## src/hw/flash_guard_pkg.sv

```systemverilog
// Purpose: shared constants and state types of the flash write/erase guard
// Assumes: 32 kbyte main block of 64 pages of 512 bytes
// Notes: all timing counts are in system clock cycles
package flash_guard_pkg;

   // ----------------------------------------------------------------
   // flash geometry
   // ----------------------------------------------------------------
   localparam int unsigned FLASH_ADDR_WIDTH = 15;
   localparam int unsigned PAGE_WIDTH = 6;
   localparam logic [7:0] PAGE_COUNT = 8'h40;
   localparam logic [5:0] DATA_PAGE_FIRST = 6'h3e;
   localparam logic [8:0] PAGE_OFFSET_ZERO = 9'h000;
   localparam logic [14:0] TOP_BYTES_BASE = 15'h7ff0;
   localparam logic [4:0] TOP_BYTES_COUNT = 5'h10;

   // ----------------------------------------------------------------
   // unlock sequence
   // ----------------------------------------------------------------
   localparam logic [7:0] UNLOCK_FIRST = 8'haa;
   localparam logic [7:0] UNLOCK_SECOND = 8'h55;
   localparam int unsigned COUNTDOWN_WIDTH = 7;
   localparam logic [6:0] COUNTDOWN_RELOAD = 7'h7f;

   // ----------------------------------------------------------------
   // operation timing
   // ----------------------------------------------------------------
   localparam int unsigned WRITE_CYCLES_DEFAULT = 740;
   localparam int unsigned ERASE_CYCLES_DEFAULT = 360000;
   localparam int unsigned OP_COUNT_WIDTH = 19;

   // ----------------------------------------------------------------
   // status register layout and reset values
   // ----------------------------------------------------------------
   localparam int unsigned STATUS_START_PROTECTED_BIT = 6;
   localparam int unsigned STATUS_WRITE_OPEN_BIT = 5;
   localparam int unsigned STATUS_READY_LOW_BIT = 4;
   localparam int unsigned STATUS_READBACK_BIT = 2;
   localparam logic [7:0] STATUS_RESET = 8'h00;
   localparam logic [15:0] BOOT_ADDRESS_RESET = 16'h0000;
   localparam logic [15:0] VECTOR_BASE = 16'h0000;

   typedef enum logic [1:0]
   {
      UNLOCK_IDLE = 2'b00,
      UNLOCK_ARMED = 2'b01,
      UNLOCK_WINDOW = 2'b10
   } unlock_state_type;

   typedef enum logic [1:0]
   {
      OP_BOOT_SCAN = 2'b00,
      OP_IDLE = 2'b01,
      OP_WRITE = 2'b10,
      OP_ERASE = 2'b11
   } op_state_type;

endpackage

```

## src/hw/unlock_countdown.sv

```systemverilog
// Purpose: reloadable down counter that times one unlock window
// Assumes: load may arrive in any cycle, also while counting
// Notes: active stays high from the cycle after load until count zero
`timescale 1ns/1ps
module unlock_countdown
#(
   parameter int unsigned WIDTH = 7,
   parameter logic [WIDTH-1:0] RELOAD = '1
)
(
   input wire logic clock,
   input wire logic reset,
   input wire logic load,
   output logic active,
   output logic expired
);
   typedef struct packed
   {
      logic [WIDTH-1:0] count;
      logic active;
   } count_state_type;

   count_state_type state_reg;
   count_state_type state_next;

   if (WIDTH < 1 || WIDTH > 16)
   begin : g_bad_width
      $error("countdown width out of range");
   end

   always_comb
   begin
      state_next = state_reg;
      if (load)
      begin
         state_next.count = RELOAD;
         state_next.active = 1'b1;
      end
      else if (state_reg.active && state_reg.count == '0)
      begin
         state_next.active = 1'b0;
      end
      else if (state_reg.active)
      begin
         state_next.count = state_reg.count - 1'b1;
      end
   end

   always_ff @(posedge clock)
   begin
      if (reset)
      begin
         state_reg <= '0;
      end
      else
      begin
         state_reg <= state_next;
      end
   end

   assign active = state_reg.active;
   assign expired = state_reg.active && (state_reg.count == '0);

endmodule

```

## src/hw/mcu_flash_write_erase_guard.sv

```systemverilog
// Purpose: guards processor byte writes and page erases of the flash main block
// Assumes: flash_rdata is valid the cycle after flash_read; inputs synchronous
// Notes: operations are self-timed; the core is stalled while running from flash
`timescale 1ns/1ps
// Overview of operation
// - each byte write keeps the core stalled for 740 cycles when running from flash
// - a page erase keeps the core stalled for up to 360,000 cycles when running from flash
// - interrupts are held off for as long as the core is stalled
// - writes and erases reach only unprotected pages and data pages
// - 0xaa to the command register starts the 127-to-0 countdown
// - 0x55 before expiry reloads the countdown to 127
// - write-open may be set only during the countdown after 0x55
// - write-open stays set until software clears it, clearing needs no unlock
// - with writes open, a command value 0-63 erases that page
// - one byte is programmed per processor write, no auto increment
// - each operation is self-timed with fetch stalled when running from flash
// - ready-low reads high while an operation runs, low when done
// - start-protected boots from page count shifted by 9, else address zero
// - at reset, odd ones in top 16 bytes with data area set start-protected
// - with the data area disabled, start-protected is cleared at reset
// - start-protected is read-only, changed only by the reset-time parity check
// - interrupt vectors always come from the first flash page
// - status bit 6 start-protected, bit 5 write-open, bit 4 ready-low
// - main-block readback disable blocks page erase and byte write
module mcu_flash_write_erase_guard
   import flash_guard_pkg::*;
#(
   parameter int unsigned WRITE_CYCLES = flash_guard_pkg::WRITE_CYCLES_DEFAULT,
   parameter int unsigned ERASE_CYCLES = flash_guard_pkg::ERASE_CYCLES_DEFAULT
)
(
   input wire logic clock,
   input wire logic reset,
   input wire logic command_write,
   input wire logic [7:0] command_data,
   input wire logic status_write,
   input wire logic [7:0] status_data,
   input wire logic byte_write_req,
   input wire logic [flash_guard_pkg::FLASH_ADDR_WIDTH-1:0] byte_write_addr,
   input wire logic [7:0] byte_write_data,
   input wire logic code_from_flash,
   input wire logic data_area_enable,
   input wire logic [6:0] unprotected_page_count,
   input wire logic main_readback_disable,
   input wire logic [7:0] flash_rdata,
   output logic [7:0] flash_status_reg,
   output logic core_stall,
   output logic interrupt_hold,
   output logic [15:0] boot_address,
   output logic [15:0] vector_base_address,
   output logic boot_done,
   output logic [flash_guard_pkg::FLASH_ADDR_WIDTH-1:0] flash_addr,
   output logic [7:0] flash_wdata,
   output logic flash_program,
   output logic flash_erase,
   output logic flash_read
);
   import flash_guard_pkg::*;

   // ----------------------------------------------------------------
   // state
   // ----------------------------------------------------------------
   typedef struct packed
   {
      unlock_state_type unlock;
      op_state_type op;
      logic write_open;
      logic start_protected;
      logic parity;
      logic [4:0] scan_index;
      logic read_pending;
      logic [OP_COUNT_WIDTH-1:0] op_count;
      logic core_stall;
      logic interrupt_hold;
      logic [7:0] flash_status;
      logic [15:0] boot_address;
      logic [15:0] vector_base;
      logic [FLASH_ADDR_WIDTH-1:0] flash_addr;
      logic [7:0] flash_wdata;
      logic flash_program;
      logic flash_erase;
      logic flash_read;
      logic boot_done;
   } state_type;

   localparam state_type STATE_RESET = '{
      unlock: UNLOCK_IDLE,
      op: OP_BOOT_SCAN,
      write_open: 1'b0,
      start_protected: 1'b0,
      parity: 1'b0,
      scan_index: 5'h00,
      read_pending: 1'b0,
      op_count: '0,
      core_stall: 1'b1,
      interrupt_hold: 1'b1,
      flash_status: STATUS_RESET,
      boot_address: BOOT_ADDRESS_RESET,
      vector_base: VECTOR_BASE,
      flash_addr: '0,
      flash_wdata: 8'h00,
      flash_program: 1'b0,
      flash_erase: 1'b0,
      flash_read: 1'b0,
      boot_done: 1'b0
   };

   state_type state_reg;
   state_type state_next;
   logic countdown_load;
   logic countdown_active;
   logic countdown_expired;
   logic busy_next;
   logic write_allowed;
   logic erase_allowed;

   if (WRITE_CYCLES < 2 || ERASE_CYCLES < 2 || ERASE_CYCLES >= (1 << OP_COUNT_WIDTH)
      || WRITE_CYCLES >= (1 << OP_COUNT_WIDTH))
   begin : g_bad_cycles
      $error("operation cycle counts out of range");
   end

   // pages below the unprotected count, plus the two data pages when enabled
   function automatic logic page_allowed(input logic [PAGE_WIDTH-1:0] page,
                                         input logic [6:0] count,
                                         input logic data_area);
      page_allowed = (data_area && page >= DATA_PAGE_FIRST) || ({1'b0, page} < count);
   endfunction

   // ----------------------------------------------------------------
   // unlock window timer
   // ----------------------------------------------------------------
   unlock_countdown
   #(
      .WIDTH(COUNTDOWN_WIDTH),
      .RELOAD(COUNTDOWN_RELOAD)
   )
   countdown
   (
      .clock(clock),
      .reset(reset),
      .load(countdown_load),
      .active(countdown_active),
      .expired(countdown_expired)
   );

   always_comb
   begin
      write_allowed = state_reg.write_open && !main_readback_disable
         && page_allowed(byte_write_addr[FLASH_ADDR_WIDTH-1 -: PAGE_WIDTH],
                         unprotected_page_count, data_area_enable);
      erase_allowed = state_reg.write_open && !main_readback_disable
         && command_data < PAGE_COUNT
         && page_allowed(command_data[PAGE_WIDTH-1:0],
                         unprotected_page_count, data_area_enable);
   end

   // ----------------------------------------------------------------
   // next state
   // ----------------------------------------------------------------
   always_comb
   begin
      state_next = state_reg;
      countdown_load = 1'b0;
      state_next.flash_program = 1'b0;
      state_next.flash_erase = 1'b0;
      state_next.flash_read = 1'b0;
      state_next.read_pending = state_reg.flash_read;

      // unlock sequence
      if (command_write)
      begin
         unique case (state_reg.unlock)
            UNLOCK_IDLE:
            begin
               if (command_data == UNLOCK_FIRST)
               begin
                  countdown_load = 1'b1;
                  state_next.unlock = UNLOCK_ARMED;
               end
            end
            UNLOCK_ARMED:
            begin
               if (countdown_active && command_data == UNLOCK_SECOND)
               begin
                  countdown_load = 1'b1;
                  state_next.unlock = UNLOCK_WINDOW;
               end
               else if (command_data == UNLOCK_FIRST)
               begin
                  countdown_load = 1'b1;
               end
               else
               begin
                  state_next.unlock = UNLOCK_IDLE;
               end
            end
            UNLOCK_WINDOW:
            begin
               if (command_data == UNLOCK_FIRST)
               begin
                  countdown_load = 1'b1;
                  state_next.unlock = UNLOCK_ARMED;
               end
            end
            default:
            begin
               state_next.unlock = UNLOCK_IDLE;
            end
         endcase
      end
      else if (countdown_expired)
      begin
         state_next.unlock = UNLOCK_IDLE;
      end

      // write-open flag: clear always allowed, set only inside the window
      if (status_write)
      begin
         if (!status_data[STATUS_WRITE_OPEN_BIT])
         begin
            state_next.write_open = 1'b0;
         end
         else if (state_reg.unlock == UNLOCK_WINDOW && countdown_active)
         begin
            state_next.write_open = 1'b1;
            state_next.unlock = UNLOCK_IDLE;
         end
      end

      // operations
      unique case (state_reg.op)
         OP_BOOT_SCAN:
         begin
            if (state_reg.scan_index < TOP_BYTES_COUNT)
            begin
               state_next.flash_read = 1'b1;
               state_next.flash_addr = TOP_BYTES_BASE
                  + FLASH_ADDR_WIDTH'(state_reg.scan_index);
               state_next.scan_index = state_reg.scan_index + 5'h01;
            end
            if (state_reg.read_pending)
            begin
               state_next.parity = state_reg.parity ^ (^flash_rdata);
            end
            else if (state_reg.scan_index == TOP_BYTES_COUNT && !state_reg.flash_read)
            begin
               // parity sets the flag only with the data area on
               state_next.start_protected = data_area_enable && state_reg.parity;
               state_next.boot_address = (data_area_enable && state_reg.parity)
                  ? {unprotected_page_count, PAGE_OFFSET_ZERO} : BOOT_ADDRESS_RESET;
               state_next.vector_base = VECTOR_BASE;
               state_next.boot_done = 1'b1;
               state_next.op = OP_IDLE;
            end
         end
         OP_IDLE:
         begin
            if (byte_write_req && write_allowed)
            begin
               state_next.flash_program = 1'b1;
               state_next.flash_addr = byte_write_addr;
               state_next.flash_wdata = byte_write_data;
               state_next.op_count = OP_COUNT_WIDTH'(WRITE_CYCLES);
               state_next.op = OP_WRITE;
            end
            else if (command_write && erase_allowed)
            begin
               state_next.flash_erase = 1'b1;
               state_next.flash_addr = {command_data[PAGE_WIDTH-1:0], PAGE_OFFSET_ZERO};
               state_next.op_count = OP_COUNT_WIDTH'(ERASE_CYCLES);
               state_next.op = OP_ERASE;
            end
         end
         OP_WRITE, OP_ERASE:
         begin
            // self-timed: the operation ends on its own count
            if (state_reg.op_count == OP_COUNT_WIDTH'(1))
            begin
               state_next.op = OP_IDLE;
            end
            else
            begin
               state_next.op_count = state_reg.op_count - OP_COUNT_WIDTH'(1);
            end
         end
      endcase

      busy_next = (state_next.op == OP_WRITE) || (state_next.op == OP_ERASE);
      state_next.core_stall = (state_next.op == OP_BOOT_SCAN)
         || (busy_next && code_from_flash);
      state_next.interrupt_hold = state_next.core_stall;
      state_next.flash_status = 8'h00;
      state_next.flash_status[STATUS_START_PROTECTED_BIT] = state_next.start_protected;
      state_next.flash_status[STATUS_WRITE_OPEN_BIT] = state_next.write_open;
      state_next.flash_status[STATUS_READY_LOW_BIT] = busy_next;
      state_next.flash_status[STATUS_READBACK_BIT] = main_readback_disable;
   end

   always_ff @(posedge clock)
   begin
      if (reset)
      begin
         state_reg <= STATE_RESET;
      end
      else
      begin
         state_reg <= state_next;
      end
   end

   // ----------------------------------------------------------------
   // outputs
   // ----------------------------------------------------------------
   assign flash_status_reg = state_reg.flash_status;
   assign core_stall = state_reg.core_stall;
   assign interrupt_hold = state_reg.interrupt_hold;
   assign boot_address = state_reg.boot_address;
   assign vector_base_address = state_reg.vector_base;
   assign boot_done = state_reg.boot_done;
   assign flash_addr = state_reg.flash_addr;
   assign flash_wdata = state_reg.flash_wdata;
   assign flash_program = state_reg.flash_program;
   assign flash_erase = state_reg.flash_erase;
   assign flash_read = state_reg.flash_read;

   // ----------------------------------------------------------------
   // checks
   // ----------------------------------------------------------------
   logic [OP_COUNT_WIDTH-1:0] busy_len;
   logic last_erase;

   always_ff @(posedge clock)
   begin
      if (reset)
      begin
         busy_len <= '0;
         last_erase <= 1'b0;
      end
      else if (flash_program || flash_erase)
      begin
         busy_len <= OP_COUNT_WIDTH'(1);
         last_erase <= flash_erase;
      end
      else if (flash_status_reg[STATUS_READY_LOW_BIT])
      begin
         busy_len <= busy_len + OP_COUNT_WIDTH'(1);
      end
   end

   function automatic logic start_protected_check();
      start_protected_check = flash_status_reg[STATUS_START_PROTECTED_BIT];
   endfunction
endmodule

```

## config.mk

```make
export PLATFORM = sky130hd
export DESIGN_NAME = mcu_flash_write_erase_guard
export DESIGN_NICKNAME = d
export VERILOG_FILES = /design/src/hw/flash_guard_pkg.sv /design/src/hw/unlock_countdown.sv /design/src/hw/mcu_flash_write_erase_guard.sv
export SDC_FILE = /design/constraint.sdc
export NUM_CORES = 1
export LEC_CHECK = 0
export BUFFER_PORTS_ARGS = -buffer_cell sky130_fd_sc_hd__clkbuf_2
export CORE_UTILIZATION = 52
export DETAILED_ROUTE_END_ITERATION = 6
export GPL_TIMING_DRIVEN = 0
export PLACE_DENSITY = 0.91
export SLEW_MARGIN = 20
export SYNTH_ARGS = -nofsm -noshare
export SYNTH_HDL_FRONTEND = slang
export SYNTH_SLANG_ARGS = --single-unit
```

## constraint.sdc

```tcl
create_clock -name clock -period 3.1 [get_ports clock]
set_input_delay 0.31 -clock clock [delete_from_list [all_inputs] [get_ports clock]]
set_output_delay 0.31 -clock clock [all_outputs]
set_load 0.05 [all_outputs]
```

==> key figures <==
Outcome
  • Outcome: complete, no violations

Synth
  • Cell taking the most area after synthesis: dfxtp_1
  • Most common cell in the netlist: dfxtp_1
  • Sequential area share after synthesis: 34.9%
  • Ys Warns: 0
  • Synth cell count leaders: dfxtp_1 (77), buf_4 (65), a21oi_1 (57)
  • FFs w/ async S/R, synth: 0%
  • Synth Area in Compound Gates: 16.5%
  • Mux share of post-synthesis cell area: 0.227%
  • Xor/xnor share of the synthesized area: 4.56%
  • Mapped Avg Cell Area: 8.08 um2
  • Yosys cell types: 57
  • Synth Area in Simple Gates: 24.7%
  • Share of the synthesized area in the top cell type: 34.9%
  • Number of enable flip-flop cells after synthesis: 0
  • Largest family of logic cells by synthesized area: simple AND/OR/NAND/NOR gates
  • Main area contributors after synthesis: dfxtp_1 (35%), buf_4 (11%), a21oi_1 (6.5%)
  • Synth Instances: 547
  • Predominant post-synthesis flop cell: dfxtp_1
  • Synth Register Bits: 77
  • Mapped Area: 4420 um2
  • Synth Area in Adders: 4.25%

STA
  • RSZ-0062 raised after global routing: no
  • Setup TNS: 0 ns
  • Final setup fails: 0
  • Worst-Margin Slew: 0.688 ns
  • Final hold violations: 0
  • Final max-slew violation count: 0
  • Slew Limit Headroom: 54.1%
  • Final Critical Period: 2.48 ns
  • Worst Skew: 0.00767 ns
  • Final Cycle Share: 80.0%
  • Max Clk Rate: 0.403 GHz

CTS
  • Post-CTS setup buffers: 0
  • Clock latency on the worst-skew pair: 0.36 ns
  • Sink Count: 77
  • Clk pin slew, worst setup/hold paths: 0.09 ns
  • CTS Hold Bufs: 0
  • CTS root buf: clkbuf_8
  • TritonCTS clock tree: yes
  • PostCTS Resize Cnt: 0
  • Clock Path Buffers: 2
  • Htree depth: 3
  • TritonCTS buffer count: 9

Place
  • Placer Congestion: 0.926
  • Hpwl dp: 8220 um
  • PortBufs: 93
  • DP Area: 5120 um2

Layout
  • Fraction of layout cells with a size suffix above 1: 28.4%
  • Layout area overhead: 20.0%
  • Design area: 5300 um2
  • Antenna diode count: 0
  • Largest register FFs: 31
  • Fin nets: 756

GRT
  • GRT Total Usage: 25.0%
  • Largest net degree at the start of global routing: 16
  • Overflow left after global routing: 0
  • Initial antenna violation count: 0
  • Number of global-route vias before repair: 3811
  • First-pass GRT wire length: 17400 um

Min path
  • Hold Path Class: input port to register

Detailed routing
  • WL/cell: 13.9 um
  • Metal3 WL: 855 um
  • Final wirelength: 11000 um
  • Vias after detailed routing: 4277
  • Metal-1 WL: 4370 um
  • ANT nets after route: 0
  • Top Layer Used: met4
  • Number of DRC markers in iteration 0: 268
  • Vias per Instance: 5.42
  • Detailed Routing Iterations Pass 1: 7
  • Routed wl met2: 5400 um
  • DR DRC count: 0

Setup path
  • Worst setup SP type: input port
  • Crit path kind: input port to register
  • Critical path arrival: 2.70 ns
  • CP max FO: 10
  • Setup crit end kind: register
  • WP data required: 3.32 ns

Floorplanning
  • Core Rows: 33
  • Starting Density: 53.8%
  • Die H: 94.2 um
  • Die area: 8870 um2
  • Core area: 8220 um2
  • # IOs: 131
  • Die width: 94.2 um

Pwr
  • Peak supply drop: 0.203 mV
  • Leakage: 2.38 nW
  • Pwr/cell area: 388 nW/um2

Flow run
  • MaxCap Viol Count: 0
-- path summary, 6_finish.rpt --
check,depth (start not counted),from,slack (ns),to
hold reg to reg,2,boot_address[12]$_SDFFE_PP0P_,0.46,boot_address[12]$_SDFFE_PP0P_
setup / recovery,11,unprotected_page_count[4],0.62,state_reg[82]$_SDFFE_PP0P_
hold / removal,3,byte_write_data[2],0.16,flash_wdata[2]$_SDFFE_PP0P_
setup reg to reg,7,state_reg[71]$_SDFFE_PP0P_,0.70,interrupt_hold$_SDFF_PP1_
-- per-layer routing --
layer  vias up  track usage, %
li1       2086               -
met4         0            12.2
met3        43            5.50
met1      1932            28.7
met2       216            43.2
met5         -               0
-- critical path, stage by stage --
cell and delay, ns:
clkbuf_2 0.09, inv_1 0.06, ha_1 0.29, a21o_1 0.19
a211oi_1 0.22, o21ai_1 0.15, nand2_1 0.22, clkbuf_1 0.41
nand3_1 0.42, o211ai_1 0.24, a21oi_1 0.09
-- cell families (layout without fill, tap and decap cells) --
kind of cell | Yosys count | after routing
and+or+nand+nor | 217 | 217
adders and majority gates | 15 | 15
buffers and inverters | 105 | 214
muxes | 1 | 1
other | 1 | 29
DFF | 77 | 77
AOI/OAI and AO/OA | 108 | 108
xor gates and xnor gates | 23 | 23
-- power breakdown --
part           switching (mW)  internal, mW
Sequential             0.0119          1.01
Clock                   0.406         0.300
Combinational           0.217         0.115
-- cells in the final DEF, fill, tap and decap left out, types with 4 or more instances in the layout --
cell type,instances
clkbuf_2,93
dfxtp_1,77
buf_4,65
a21oi_1,57
nand2_1,56
nor2_1,40
nor3_1,39
conb_1,29
xnor2_1,18
clkbuf_1,16
ha_1,15
inv_1,14
nand2b_1,13
nand3_1,13
or3_1,12
a211oi_1,10
nand4_1,9
clkbuf_8,9
buf_2,7
and3_1,6
a21o_1,6
o21ai_0,6
nor2b_1,5
xor2_1,5
a31oi_1,4
o21a_1,4
a222oi_1,4
-- per-stage QoR --
stage	utilization, %	instances	setup slack [ns]	total power, mW	hold slack, ns
after CTS	64.5	789	0.700	2.06	0.155
after floorplan	-	575	0.864	1.28	0.432
after detailed placement	62.3	773	0.333	1.37	0.451
after global routing	64.5	789	0.404	2.13	0.165
after global placement	62.3	773	0.439	1.36	0.440
final	64.5	789	0.620	2.06	0.162
-- final cells by class --
cell class | count | area [um2]
multi-input combinational | 393 | 2330
sequential | 77 | 1540
clock inverter | 7 | 57.6
clock buffer | 9 | 124
inverter | 15 | 56.3
timing repair buffer | 93 | 465
tap | 105 | 131
buffer | 90 | 598
fill | 688 | 2910
Note: power is estimated with default switching activity, not from simulation.
